--- src/hdl/fault_unit_cfg.svh ---
// Purpose: offsets, field positions and reset values for the fault override unit
// Assumes: 32-bit register bus, word-aligned registers
// Notes: definitions only
`ifndef FAULT_UNIT_CFG_SVH
`define FAULT_UNIT_CFG_SVH
// register byte addresses
`define OFS_FLTA_CFG 6'h00
`define OFS_FLTB_CFG 6'h04
`define OFS_FLT_STAT 6'h08
`define OFS_PWM_CTRL 6'h0C
`define OFS_PORT_IO 6'h10
// configuration register fields
`define FLD_STATE_LSB 0
`define FLD_STATE_MSB 7
`define FLD_MODE 7
`define FLD_EN_LSB 8
`define FLD_EN_MSB 11
`define FLD_STATE_HI 15
`define CFG_RST 16'h0000
// status fields
`define ST_AIF 0
`define ST_BIF 1
`define ST_AIE 2
`define ST_BIE 3
`define ST_AACT 4
`define ST_BACT 5
// control fields
`define CT_RUN 0
`define CT_CENTER 1
`define CT_IUE 2
`define CT_HIGH_SIDE_POLARITY 3
`define CT_LOW_SIDE_POLARITY 4
`define CT_CMPL_LSB 5
`define CT_CMPL_MSB 8
`define CT_RST 9'h000
// port pin fields
`define PIO_DIR_A 0
`define PIO_DIR_B 1
`define PIO_OUT_A 2
`define PIO_OUT_B 3
`define PIO_LVL_A 4
`define PIO_LVL_B 5
`define PIO_RST 4'h3
`define NPAIR 4
`define CNT_W 15
`define RESP_OKAY 2'h0
`define RESP_SLVERR 2'h2
`endif

--- src/hdl/fault_unit_pkg.sv ---
// Purpose: shared types for the fault override unit
// Assumes: nothing
// Notes: numbers live in fault_unit_cfg.svh
package fault_unit_pkg;
	typedef logic [31:0] word_type;
	typedef logic [5:0] addr_type;
	typedef logic [7:0] pin_vec_type;
	typedef logic [14:0] count_type;
	// per-input hold state
	typedef enum logic [2:0] {
		FS_IDLE = 3'b001,
		FS_HOLD = 3'b010,
		FS_WAIT = 3'b100
	} fault_state_type;
endpackage

--- src/hdl/fault_channel.sv ---
// Purpose: hold state for one fault input
// Assumes: synchronised active-high asserted input, one clock
// Notes: instantiated once per fault input
`timescale 1ns/100ps
`include "fault_unit_cfg.svh"
module fault_channel
	import fault_unit_pkg::*;
(
	// clock and reset
	input wire logic clk_sys,
	input wire logic rst,
	// fault status
	input wire logic asserted,
	input wire logic armed,
	input wire logic latched_mode,
	input wire logic flag,
	input wire logic boundary,
	// result
	output logic holding
);
	import fault_unit_pkg::*;
	fault_state_type state_r;
	fault_state_type state_nxt;
	wire logic live = asserted && armed;
	// exit waits for input high, flag clear in latched mode, then a boundary
	wire logic released = !asserted && !(latched_mode && flag);
	always_comb begin
		state_nxt = state_r;
		case (state_r)
			FS_IDLE: begin
				if (live) begin
					state_nxt = FS_HOLD;
				end
			end
			FS_HOLD: begin
				if (!armed) begin
					state_nxt = FS_IDLE;
				end else if (released) begin
					state_nxt = boundary ? FS_IDLE : FS_WAIT;
				end
			end
			FS_WAIT: begin
				if (live) begin
					state_nxt = FS_HOLD;
				end else if (boundary) begin
					state_nxt = FS_IDLE;
				end
			end
			default: begin
				state_nxt = FS_IDLE;
			end
		endcase
	end
	always_ff @(posedge clk_sys) begin
		if (rst) begin
			state_r <= FS_IDLE;
		end else begin
			state_r <= state_nxt;
		end
	end
	// entry acts at once, not one cycle later
	assign holding = live || (state_r != FS_IDLE);
endmodule

--- src/hdl/pwm_fault_override_unit.sv ---
// Notes on behaviour
// - enabled asserted fault forces programmed pin states in hardware
// - fault inputs are active low; wired-OR sources pull low
// - each input has its own flag, enable and request
// - four pair enables per configuration register select affected pairs
// - all enables clear: no effect and no interrupt
// - eight state bits: clear drives inactive, set drives active
// - levels resolved through high-side and low-side polarity
// - complementary pair both active: only high side active
// - latched mode holds until input high and flag cleared, then boundary
// - flag cleared while input low keeps fault until input high
// - cycle-by-cycle holds while low, resumes at boundary ignoring immediate update
// - bit 7 selects each input's mode
// - entry immediate, overrides duty and manual override
// - restore at count zero, or zero or period when center aligned
// - time base stopped: restore at once
// - input A states win over input B on shared pairs
// - A clearing with B still asserted moves to B states at boundary
// - latched A blocks B states or normal until flag cleared and input high
// - fault input level readable in the port data register
//
// Purpose: fault override stage of a multi-pair PWM, AXI4-Lite registers
// Assumes: 20 MHz clk_sys, synchronous active-high rst, time base external
// Notes: sits after duty compare and manual override, before the pins
`timescale 1ns/100ps
`include "fault_unit_cfg.svh"
module pwm_fault_override_unit
	import fault_unit_pkg::*;
(
	// clock and reset
	input wire logic clk_sys,
	input wire logic rst,
	// axi4-lite write address and data
	input wire logic s_axi_awvalid,
	output logic s_axi_awready,
	input wire fault_unit_pkg::addr_type s_axi_awaddr,
	input wire logic s_axi_wvalid,
	output logic s_axi_wready,
	input wire fault_unit_pkg::word_type s_axi_wdata,
	input wire logic [3:0] s_axi_wstrb,
	// axi4-lite write response
	output logic s_axi_bvalid,
	input wire logic s_axi_bready,
	output logic [1:0] s_axi_bresp,
	// axi4-lite read
	input wire logic s_axi_arvalid,
	output logic s_axi_arready,
	input wire fault_unit_pkg::addr_type s_axi_araddr,
	output logic s_axi_rvalid,
	input wire logic s_axi_rready,
	output fault_unit_pkg::word_type s_axi_rdata,
	output logic [1:0] s_axi_rresp,
	// shared fault pins, active low
	input wire logic fault_input_a_in,
	output logic fault_input_a_out,
	output logic fault_input_a_oe,
	input wire logic fault_input_b_in,
	output logic fault_input_b_out,
	output logic fault_input_b_oe,
	// time base
	input wire fault_unit_pkg::count_type timebase_count,
	input wire fault_unit_pkg::count_type timebase_period,
	// normal pwm levels, active-true, bit 2p high side, 2p+1 low side
	input wire fault_unit_pkg::pin_vec_type pwm_normal,
	// pins and requests
	output fault_unit_pkg::pin_vec_type pwm_pins,
	output logic fault_a_irq,
	output logic fault_b_irq
);
	import fault_unit_pkg::*;

	// ==========================================================
	// registers
	logic [15:0] fault_a_configuration_r;
	logic [15:0] fault_b_configuration_r;
	logic [8:0] ctrl_r;
	logic [3:0] pio_r;
	logic fault_a_irq_flag_r;
	logic fault_b_irq_flag_r;
	logic irq_en_a_r;
	logic irq_en_b_r;
	logic sync_a1_r;
	logic sync_a2_r;
	logic sync_b1_r;
	logic sync_b2_r;
	pin_vec_type pins_r;

	// ==========================================================
	// input synchronisers
	// pin level passes two flops before any decision reads it
	always_ff @(posedge clk_sys) begin
		if (rst) begin
			sync_a1_r <= 1'b1;
			sync_a2_r <= 1'b1;
			sync_b1_r <= 1'b1;
			sync_b2_r <= 1'b1;
		end else begin
			sync_a1_r <= fault_input_a_in;
			sync_a2_r <= sync_a1_r;
			sync_b1_r <= fault_input_b_in;
			sync_b2_r <= sync_b1_r;
		end
	end
	// low means fault; the pad resolves software drive and wired-OR
	wire logic a_asserted = !sync_a2_r;
	wire logic b_asserted = !sync_b2_r;
	// port output drive lets software assert a fault itself
	assign fault_input_a_oe = !pio_r[`PIO_DIR_A];
	assign fault_input_a_out = pio_r[`PIO_OUT_A];
	assign fault_input_b_oe = !pio_r[`PIO_DIR_B];
	assign fault_input_b_out = pio_r[`PIO_OUT_B];

	// ==========================================================
	// configuration decode
	wire logic [3:0] fault_a_pair_enables = fault_a_configuration_r[`FLD_EN_MSB:`FLD_EN_LSB];
	wire logic [3:0] fault_b_pair_enables = fault_b_configuration_r[`FLD_EN_MSB:`FLD_EN_LSB];
	wire logic fault_a_mode_select = fault_a_configuration_r[`FLD_MODE];
	wire logic fault_b_mode_select = fault_b_configuration_r[`FLD_MODE];
	// mode bit overlaps pin 7 state bit, so pin 7 state moves to bit 15
	wire pin_vec_type state_a = {fault_a_configuration_r[`FLD_STATE_HI],
		fault_a_configuration_r[`FLD_STATE_MSB-1:`FLD_STATE_LSB]};
	wire pin_vec_type state_b = {fault_b_configuration_r[`FLD_STATE_HI],
		fault_b_configuration_r[`FLD_STATE_MSB-1:`FLD_STATE_LSB]};
	wire logic a_armed = |fault_a_pair_enables;
	wire logic b_armed = |fault_b_pair_enables;
	// mode bit clear means latched
	wire logic a_latched = !fault_a_mode_select;
	wire logic b_latched = !fault_b_mode_select;
	wire logic timebase_run = ctrl_r[`CT_RUN];
	wire logic center_mode = ctrl_r[`CT_CENTER];
	wire logic immediate_update_enable = ctrl_r[`CT_IUE];
	wire logic high_side_polarity = ctrl_r[`CT_HIGH_SIDE_POLARITY];
	wire logic low_side_polarity = ctrl_r[`CT_LOW_SIDE_POLARITY];
	wire logic [3:0] cmpl_mode = ctrl_r[`CT_CMPL_MSB:`CT_CMPL_LSB];

	// ==========================================================
	// restore boundary; immediate update deliberately not consulted
	wire logic at_zero = (timebase_count == '0);
	wire logic at_period = (timebase_count == timebase_period);
	wire logic boundary = !timebase_run || at_zero
		|| (center_mode && at_period);

	// ==========================================================
	// per-input hold machines
	logic hold_a;
	logic hold_b;
	fault_channel u_chan_a (
		.clk_sys(clk_sys),
		.rst(rst),
		.asserted(a_asserted),
		.armed(a_armed),
		.latched_mode(a_latched),
		.flag(fault_a_irq_flag_r),
		.boundary(boundary),
		.holding(hold_a)
	);
	fault_channel u_chan_b (
		.clk_sys(clk_sys),
		.rst(rst),
		.asserted(b_asserted),
		.armed(b_armed),
		.latched_mode(b_latched),
		.flag(fault_b_irq_flag_r),
		.boundary(boundary),
		.holding(hold_b)
	);

	// ==========================================================
	// output selection per pair
	pin_vec_type forced;
	genvar gp;
	generate
		for (gp = 0; gp < `NPAIR; gp = gp + 1) begin : g_pair
			wire logic use_a = hold_a && fault_a_pair_enables[gp];
			wire logic use_b = hold_b && fault_b_pair_enables[gp];
			// a wins while it holds, latched a included
			wire logic [1:0] st = use_a ? state_a[2*gp+1:2*gp]
				: state_b[2*gp+1:2*gp];
			wire logic [1:0] raw = (use_a || use_b) ? st
				: pwm_normal[2*gp+1:2*gp];
			// complementary pair: high side takes priority
			wire logic lo_act = raw[1] && !(cmpl_mode[gp] && raw[0]);
			assign forced[2*gp] = raw[0] ^ !high_side_polarity;
			assign forced[2*gp+1] = lo_act ^ !low_side_polarity;
		end
	endgenerate
	// pins are registered for clean outputs
	always_ff @(posedge clk_sys) begin
		if (rst) begin
			pins_r <= {`NPAIR{!low_side_polarity, !high_side_polarity}};
		end else begin
			pins_r <= forced;
		end
	end
	assign pwm_pins = pins_r;

	// ==========================================================
	// axi4-lite slave; one write and one read at a time
	logic aw_got_r;
	logic w_got_r;
	addr_type aw_addr_r;
	word_type w_data_r;
	logic [3:0] w_strb_r;
	logic bvalid_r;
	logic [1:0] bresp_r;
	logic rvalid_r;
	word_type rdata_r;
	logic [1:0] rresp_r;
	assign s_axi_awready = !aw_got_r && !bvalid_r;
	assign s_axi_wready = !w_got_r && !bvalid_r;
	assign s_axi_arready = !rvalid_r;
	assign s_axi_bvalid = bvalid_r;
	assign s_axi_bresp = bresp_r;
	assign s_axi_rvalid = rvalid_r;
	assign s_axi_rdata = rdata_r;
	assign s_axi_rresp = rresp_r;
	wire logic aw_fire = s_axi_awvalid && s_axi_awready;
	wire logic w_fire = s_axi_wvalid && s_axi_wready;
	wire logic ar_fire = s_axi_arvalid && s_axi_arready;
	wire logic wr_go = (aw_got_r || aw_fire) && (w_got_r || w_fire);
	wire addr_type wa = aw_got_r ? aw_addr_r : s_axi_awaddr;
	wire word_type wd = w_got_r ? w_data_r : s_axi_wdata;
	wire logic [3:0] ws = w_got_r ? w_strb_r : s_axi_wstrb;
	wire logic wr_a = wr_go && wa == `OFS_FLTA_CFG;
	wire logic wr_b = wr_go && wa == `OFS_FLTB_CFG;
	wire logic wr_st = wr_go && wa == `OFS_FLT_STAT && ws[0];
	wire logic wr_ct = wr_go && wa == `OFS_PWM_CTRL;
	wire logic wr_io = wr_go && wa == `OFS_PORT_IO && ws[0];
	wire logic wr_hit = wr_a || wr_b || wr_go && (wa == `OFS_FLT_STAT
		|| wa == `OFS_PWM_CTRL || wa == `OFS_PORT_IO);
	wire logic [15:0] wmask = {{8{ws[1]}}, {8{ws[0]}}};
	// channel handshake bookkeeping
	always_ff @(posedge clk_sys) begin
		if (rst) begin
			aw_got_r <= 1'b0;
			w_got_r <= 1'b0;
			bvalid_r <= 1'b0;
			bresp_r <= `RESP_OKAY;
		end else begin
			aw_got_r <= wr_go ? 1'b0 : (aw_got_r || aw_fire);
			w_got_r <= wr_go ? 1'b0 : (w_got_r || w_fire);
			if (wr_go) begin
				bvalid_r <= 1'b1;
				bresp_r <= wr_hit ? `RESP_OKAY : `RESP_SLVERR;
			end else if (s_axi_bready) begin
				bvalid_r <= 1'b0;
			end
		end
	end
	always_ff @(posedge clk_sys) begin
		if (aw_fire) begin
			aw_addr_r <= s_axi_awaddr;
		end
		if (w_fire) begin
			w_data_r <= s_axi_wdata;
			w_strb_r <= s_axi_wstrb;
		end
	end
	// configuration and control stores
	always_ff @(posedge clk_sys) begin
		if (rst) begin
			fault_a_configuration_r <= `CFG_RST;
			fault_b_configuration_r <= `CFG_RST;
			ctrl_r <= `CT_RST;
			pio_r <= `PIO_RST;
			irq_en_a_r <= 1'b0;
			irq_en_b_r <= 1'b0;
		end else begin
			if (wr_a) begin
				fault_a_configuration_r <= (fault_a_configuration_r & ~wmask)
					| (wd[15:0] & wmask);
			end
			if (wr_b) begin
				fault_b_configuration_r <= (fault_b_configuration_r & ~wmask)
					| (wd[15:0] & wmask);
			end
			if (wr_ct && ws[0] && ws[1]) begin
				ctrl_r <= wd[8:0];
			end
			if (wr_io) begin
				pio_r <= wd[3:0];
			end
			if (wr_st) begin
				irq_en_a_r <= wd[`ST_AIE];
				irq_en_b_r <= wd[`ST_BIE];
			end
		end
	end
	// flags: set when an armed input is low; set wins over write-one-clear
	wire logic set_a = a_asserted && a_armed;
	wire logic set_b = b_asserted && b_armed;
	always_ff @(posedge clk_sys) begin
		if (rst) begin
			fault_a_irq_flag_r <= 1'b0;
			fault_b_irq_flag_r <= 1'b0;
		end else begin
			fault_a_irq_flag_r <= set_a || (fault_a_irq_flag_r && !(wr_st && wd[`ST_AIF]));
			fault_b_irq_flag_r <= set_b || (fault_b_irq_flag_r && !(wr_st && wd[`ST_BIF]));
		end
	end
	assign fault_a_irq = fault_a_irq_flag_r && irq_en_a_r;
	assign fault_b_irq = fault_b_irq_flag_r && irq_en_b_r;
	// read mux
	logic [31:0] rd_mux;
	always_comb begin
		rd_mux = '0;
		case (s_axi_araddr)
			`OFS_FLTA_CFG: rd_mux[15:0] = fault_a_configuration_r;
			`OFS_FLTB_CFG: rd_mux[15:0] = fault_b_configuration_r;
			`OFS_FLT_STAT: rd_mux[5:0] = {hold_b, hold_a, irq_en_b_r, irq_en_a_r,
				fault_b_irq_flag_r, fault_a_irq_flag_r};
			`OFS_PWM_CTRL: rd_mux[8:0] = ctrl_r;
			`OFS_PORT_IO: rd_mux[5:0] = {sync_b2_r, sync_a2_r, pio_r};
			default: rd_mux = '0;
		endcase
	end
	wire logic rd_hit = s_axi_araddr == `OFS_FLTA_CFG || s_axi_araddr == `OFS_FLTB_CFG
		|| s_axi_araddr == `OFS_FLT_STAT || s_axi_araddr == `OFS_PWM_CTRL
		|| s_axi_araddr == `OFS_PORT_IO;
	always_ff @(posedge clk_sys) begin
		if (rst) begin
			rvalid_r <= 1'b0;
			rdata_r <= 32'h0000_0000;
			rresp_r <= `RESP_OKAY;
		end else if (ar_fire) begin
			rvalid_r <= 1'b1;
			rdata_r <= rd_mux;
			rresp_r <= rd_hit ? `RESP_OKAY : `RESP_SLVERR;
		end else if (s_axi_rready) begin
			rvalid_r <= 1'b0;
		end
	end

	// ==========================================================
	// checks
	a_flag_sets: assert property (@(posedge clk_sys) disable iff (rst)
		set_a |=> fault_a_irq_flag_r) else $error("flag a not set");
	a_idle_no_flag: assert property (@(posedge clk_sys) disable iff (rst)
		!a_armed && !fault_a_irq_flag_r |=> !fault_a_irq_flag_r)
		else $error("flag a set while disarmed");
	a_entry_now: assert property (@(posedge clk_sys) disable iff (rst)
		a_asserted && a_armed |-> hold_a) else $error("entry not immediate");
	a_latch_keep: assert property (@(posedge clk_sys) disable iff (rst)
		hold_a && a_asserted |=> hold_a || !a_armed) else $error("released while low");
	a_cmpl_safe: assert property (@(posedge clk_sys) disable iff (rst)
		cmpl_mode[0] && high_side_polarity && low_side_polarity
		|=> !(pwm_pins[0] && pwm_pins[1])) else $error("both sides active");
	a_sync_lag: assert property (@(posedge clk_sys) disable iff (rst)
		!fault_input_a_in ##1 !fault_input_a_in |=> !sync_a2_r) else $error("sync lag");
	a_exit_boundary: assert property (@(posedge clk_sys) disable iff (rst)
		$fell(hold_a) && $past(a_armed) |-> $past(boundary)) else $error("exit off boundary");
	a_latch_flag: assert property (@(posedge clk_sys) disable iff (rst)
		hold_a && a_latched && fault_a_irq_flag_r && a_armed |=> hold_a)
		else $error("latched exit with flag set");
	c_fault_a: cover property (@(posedge clk_sys) $rose(hold_a));
	c_both: cover property (@(posedge clk_sys) hold_a && hold_b);
	c_exit: cover property (@(posedge clk_sys) $fell(hold_b));
	// exit with immediate update set must still wait for a boundary
	c_exit_iue: cover property (@(posedge clk_sys) immediate_update_enable && $fell(hold_b));
endmodule

--- config.mk ---
export PLATFORM = sky130hd
export DESIGN_NAME = pwm_fault_override_unit
export DESIGN_NICKNAME = d
export VERILOG_FILES = /design/src/hdl/fault_unit_pkg.sv /design/src/hdl/fault_channel.sv /design/src/hdl/pwm_fault_override_unit.sv
export VERILOG_INCLUDE_DIRS = /design/src /design/src/hdl
export SDC_FILE = /design/constraint.sdc
export NUM_CORES = 1
export LEC_CHECK = 0
export BUFFER_PORTS_ARGS = -buffer_cell sky130_fd_sc_hd__clkbuf_2
export CELL_PAD_IN_SITES_DETAIL_PLACEMENT = 1
export CELL_PAD_IN_SITES_GLOBAL_PLACEMENT = 2
export CORE_ASPECT_RATIO = 0.9
export CORE_UTILIZATION = 30
export DETAILED_ROUTE_END_ITERATION = 10
export PLACE_DENSITY = 0.78
export SYNTH_ARGS = -nofsm -noshare
export SYNTH_HDL_FRONTEND = slang
export SYNTH_SLANG_ARGS = --single-unit
--- constraint.sdc ---
create_clock -name clk_sys -period 2.4 [get_ports clk_sys]
set_clock_uncertainty 0.2 [all_clocks]
set_input_delay 0 -clock clk_sys [delete_from_list [all_inputs] [get_ports clk_sys]]
set_output_delay 0 -clock clk_sys [all_outputs]
set_load 0.03 [all_outputs]
# [Word-level counts from Yosys, hierarchy flattened]
# Cells that the tools add are included.
[totals] regBits=115 input_bits=95 output_inout_bits=55 wordCells=191
[classes] eq_ne=23 mux=33 bitwise=14 n_reduce_logical=96
[ops] operator="$and 16x16->16" count=3
[ops] operator="$logic_and 1x1->1" count=45
[ops] operator="$or 16x16->16" count=2
[ops] operator="$mux 3" count=10
[ops] operator="$pmux 6 s5" count=1
[ops] operator="$pmux 3 s3" count=3
[ops] operator="$eq 6x4->1 const B" count=4
[ops] operator="$mux 2" count=11
[ops] operator="$logic_not 1->1" count=21
[ops] operator="$logic_or 1x1->1" count=20
[ops] operator="$mux 16" count=1
[ops] operator="$not 16->16" count=1
[ops] operator="$eq 15x15->1" count=1
[ops] operator="$logic_not 15->1" count=1
[ops] operator="$pmux 7 s2" count=1
[ops] operator="$eq 6x3->1 const B" count=2
[ops] operator="$eq 6x5->1 const B" count=2
[ops] operator="$logic_not 6->1" count=2
[ops] operator="$ne 3x2->1 const B" count=4
[ops] operator="$mux 8" count=1
[ops] operator="$reduce_or 4->1" count=2
[ops] operator="$xor 1x1->1" count=8
[ops] operator="$eq 3x1->1 const B" count=2
[ops] operator="$eq 3x2->1 const B" count=2
[ops] operator="8 further kinds" count=16

# [Depth between registers and ports, before layout]
[logic_depth] word_depth=11 mapped_depth=7 depth_no_buf=5

# [Cells and area by module]
# A second synthesis with hierarchy kept.
[unflattened] hier_cells=557 hier_area_um2=5616.6
[by_module_without_submodules] module="pwm_fault_override_unit" instances=1 cells_each=515 area_per_inst_um2=5246.3 seq_area_each_um2=2382.3
[by_module_without_submodules] module="fault_channel" instances=2 cells_each=21 area_per_inst_um2=185.2 seq_area_each_um2=60.1

# [Least setup slack after synthesis]
# No wires, ideal clock.
[synth_timing] path_type="register -> register" from="reg w_got_r" to="reg w_data_r[0], enable pin" setup_ns=0.377 t_arrival_ns=1.793 required_time_ns=1.823 slack_ns=0.030 path_stages_with_launch=5 path_buffers=2 synth_period_minus_slack_ns=2.370 path_cell_list="dfxtp_1 -> buf_2 -> buf_1 -> nor2_1 -> and2_1"
[synth_via] elab_chain_cells=3
[synth_rtl] element="start: declaration" line_no="pwm_fault_override_unit.sv:200" rtl="logic w_got_r;"
[synth_rtl] element="start signal: assignment" line_no="pwm_fault_override_unit.sv:241" rtl="w_got_r <= wr_go ? 1'b0 : (w_got_r || w_fire);"
[synth_rtl] element="$logic_not 1->1" line_no="pwm_fault_override_unit.sv:210" rtl="assign s_axi_wready = !w_got_r && !bvalid_r;"
[synth_rtl] element="$logic_and 1x1->1" line_no="pwm_fault_override_unit.sv:210"
[synth_rtl] element="net s_axi_wready" line_no="pwm_fault_override_unit.sv:38" rtl="output logic s_axi_wready,"
[synth_rtl] element="$logic_and 1x1->1" line_no="pwm_fault_override_unit.sv:218" rtl="wire logic w_fire = s_axi_wvalid && s_axi_wready;"
[synth_rtl] element="net w_fire" line_no="pwm_fault_override_unit.sv:218"
[synth_rtl] element="end signal: assignment" line_no="pwm_fault_override_unit.sv:255" rtl="w_data_r <= s_axi_wdata;"
[synth_rtl] element="end: declaration" line_no="pwm_fault_override_unit.sv:202" rtl="word_type w_data_r;"
# The timed path passes the listed nets, and every way through them passes these cells.
# A chain may end at the register's enable or synchronous reset.

# [Final worst setup path]
[layout_timing] from="in s_axi_araddr[1]" to="reg rdata_r[1] (netlist: s_axi_rdata[1])"
[layout_via] elab_chain_cells=2 word_cells_on_any_way=6 classes_between="eq/ne (4); mux (1); reduce/logical (1)"
[layout_rtl] element="start: declaration" line_no="pwm_fault_override_unit.sv:48" rtl="input wire fault_unit_pkg::addr_type s_axi_araddr,"
[layout_rtl] element="$eq 6x5->1, or another cell as far along" line_no="pwm_fault_override_unit.sv:307" rtl="case (s_axi_araddr)"
[layout_rtl] element="$pmux 6 s5 (*)" line_no="pwm_fault_override_unit.sv:307"
[layout_rtl] element="end signal: assignment" line_no="pwm_fault_override_unit.sv:327" rtl="rdata_r <= rd_mux;"
[layout_rtl] element="end: declaration" line_no="pwm_fault_override_unit.sv:207" rtl="word_type rdata_r;"
# Every way passes the cells marked *; elsewhere a longest branch is shown, timed or not.

==> impl_metrics.env <==
export IMPL_status="finished, final reports clean"
export IMPL_synth_edf_count=24
export IMPL_hold_class="in -> reg"
export IMPL_dieWidth_um=143
export IMPL_drive_gt1_frac=0.264
export IMPL_htreeDepth=4
export IMPL_ys_seq_area_frac=0.464
export IMPL_cp_slowest_cell="or4_4"
export IMPL_cts_buffers=17
export IMPL_area_growth_pct=35.3
export IMPL_num_vias=4970
export IMPL_synth_area_leader_cell="dfxtp_1"
export IMPL_nFillCells=2088
export IMPL_rsz0062_at_grt="false"
export IMPL_crit_top_cell="dlygate4sd3_1"
export IMPL_ys_types=59
export IMPL_crit_chain="clkbuf_2, dlygate4sd3_1, or4_4, nor3b_2, buf_4, a221o_1, a21oi_1, nor3_1, dlygate4sd3_1"
export IMPL_synthFlopType="dfxtp_1"
export IMPL_vias_per_cell=4.91
export IMPL_first_iter_violations=292
export IMPL_port_buffers=113
export IMPL_totalWireLength_mm=16.6
export IMPL_crit_type="in -> reg"
export IMPL_maxCapViolCount=0
export IMPL_crit_required_ps=2570
export IMPL_relSlewSlack=0.426
export IMPL_hold_viol_final=0
export IMPL_post_synth_top_area_fraction=0.330
export IMPL_synth_seq_cells=113
export IMPL_synthArstFlopShare=0
export IMPL_setup_viol=0
export IMPL_end_kind="flip-flop"
export IMPL_grt_usage=0.186
export IMPL_die_h_um=129
export IMPL_drc=0
export IMPL_tns_ps=0
export IMPL_grt_pass1_vias=4906
export IMPL_gr_total_overflow=0
export IMPL_detail_route_antenna_nets=0
export IMPL_start_kind="primary input"
export IMPL_rr_worst_depth=7
export IMPL_post_drt_wl_per_cell_um=16.3
export IMPL_yosysWarnings=0
export IMPL_max_freq_ghz=0.440
export IMPL_reg2reg_slack_ps=160
export IMPL_cts_root_buf="clkbuf_16"
export IMPL_p_leak_uw=0.00293
export IMPL_slowest_delay_ps=570
export IMPL_cts_max_path_buffers=2
export IMPL_grt_pass1_wl_mm=26.1
export IMPL_worstHoldStart="timebase_period[10]"
export IMPL_die_area_um2=18500
export IMPL_cp_data_arrival_time_ps=2440
export IMPL_syn_instance_count=591
export IMPL_fin_crit_sh=0.947
export IMPL_cts_clk_slew_worst_paths_ps=50
export IMPL_initial_core_util=0.306
export IMPL_nets=855
export IMPL_place_hpwl_mm=12.5
export IMPL_worstSkewPairLatency_ps=420
export IMPL_min_period_ps=2270
export IMPL_grt_max_degree=26
export IMPL_cp_max_fo=3
export IMPL_gp_congestion=0.787
export IMPL_synth_area_um2=5400
export IMPL_rows=46
export IMPL_drt_pass1_iterations=4
export IMPL_core_um2=17600
export IMPL_ir_drop_v=0.000415
export IMPL_antenna_found_initial=0
export IMPL_num_antenna_cells=0
export IMPL_cellPowerDensity_nw_per_um2=708
export IMPL_cts_num_sinks=113
export IMPL_cts_tree="built"
export IMPL_critPathCapture="s_axi_rdata[1]"
export IMPL_io_pins=150
export IMPL_worst_slew_pin_slew_ps=850
export IMPL_syn_avg_cell_area_um2=9.13
export IMPL_finalMaxSlewViolations=0
export IMPL_timing_hold_ws_ps=22.9
export IMPL_startpoint="s_axi_araddr[1]"
export IMPL_rr_startpoint="aw_got_r"
export IMPL_synth_area_leaders="dfxtp_1 (33%), edfxtp_1 (13%), nor2_1 (6.5%)"
==> routing by layer <==
metal / routed length (um) / GRT usage / vias up
met5: 0 / 0 / -
met2: 7580 / 0.297 / 124
met1: 8180 / 0.251 / 2406
li1: - / - / 2422
met4: 172 / 0.0582 / 0
met3: 625 / 0.0395 / 18
==> cell type report <==
type / count / area, um2 / share of cell area
Sequential cell: 113 / 2500 / 0.343
Tap cell: 240 / 300 / 0.0411
Clock inverter: 14 / 146 / 0.0201
Timing Repair Buffer: 185 / 1230 / 0.169
Inverter: 18 / 67.6 / 0.00925
Multi-Input combinational cell: 425 / 2620 / 0.359
Clock buffer: 18 / 429 / 0.0588
==> cells in the mapped netlist, types with 4 or more instances <==
cell and count:
nor2_1 93, dfxtp_1 89, a21oi_1 52, nor3_1 41, mux2i_1 27, nand2_1 26
clkbuf_1 25, edfxtp_1 24, buf_4 20, xnor2_1 19, inv_1 18, mux2_2 16
o21ai_0 14, nor4_1 8, a211oi_1 7, a221o_1 7, a22oi_1 6, and2_1 6
and3_1 6, nand4_1 6, or2_2 6, a31oi_1 5, a32o_1 4, buf_2 4
nand2b_1 4, o311ai_1 4, or3_1 4, xor2_1 4
==> worst min path at each step <==
stage / end / slack (ps) / depth (start not counted)
global route: u_chan_b.state_r[0] / 80 / 6
floorplan: aw_addr_r[0] / -100 / 0
CTS: pwm_pins[1] / 5 / 4
global placement: sync_b1_r / -8 / 2
detailed placement: sync_b1_r / -10 / 2
finish: u_chan_b.state_r[0] / 20 / 6
==> layout by cell type, fill, tap and decap left out, types with 7 or more instances in the layout <==
cell / synthesis / routed
a211oi_1: 7 / 7
a21oi_1: 52 / 52
a221o_1: 7 / 7
buf_4: 20 / 25
clkbuf_16: 0 / 17
clkbuf_2: 0 / 113
conb_1: 1 / 18
dfxtp_1: 89 / 88
dlygate4sd3_1: 0 / 46
edfxtp_1: 24 / 24
inv_1: 18 / 18
mux2_2: 16 / 16
mux2i_1: 27 / 27
nand2_1: 26 / 25
nor2_1: 93 / 93
nor3_1: 41 / 41
nor4_1: 8 / 8
o21ai_0: 14 / 14
xnor2_1: 19 / 19
==> power breakdown <==
part,switching [uW],total (uW),internal [uW]
clock network,888,2490,1600
logic,376,630,253
registers,33.1,2050,2020
total,1300,5170,3870
==> repair_timing <==
action                                 in CTS  in global routing
endpoints found under the hold margin     116                  0
setup endpoints to repair                   0                 36
gates resized for setup                     0                  4
setup buffers                               0                  2
hold buffers                               46                  0
==> per-stage QoR <==
step                      std cells  utilization  area, um2  power [uW]  worst slack, ps
after global routing           1013        0.415       7300        5380             23.3
after CTS                      1011        0.413       7270        5220             9.87
after global placement          933        0.354       6240        2640             83.6
after floorplan                 608            -       5460        2460             30.1
final                          1013        0.415       7300        5170              128
after detailed placement        933        0.354       6240        2660             61.5
==> logic make-up after synthesis <==
| group | count (synthesis) | synth area share |
|---|---|---|
| AND/OR/NAND/NOR | 218 | 0.195 |
| AO/OA/AOI/OAI | 122 | 0.150 |
| flip-flops | 113 | 0.464 |
| buffers and inverters | 70 | 0.0649 |
| multiplexers | 44 | 0.0876 |
| XOR/XNOR | 23 | 0.0373 |
| other | 1 | 0.000695 |
==> worst max-delay path, delay by kind of cell <==
| kind | cells | cell delay (ps) |
|---|---|---|
| AND/OR/NAND/NOR | 3 | 890 |
| AO/OA/AOI/OAI | 2 | 180 |
| buffers and inverters | 4 | 1370 |
(Power assumes the default switching activity.)
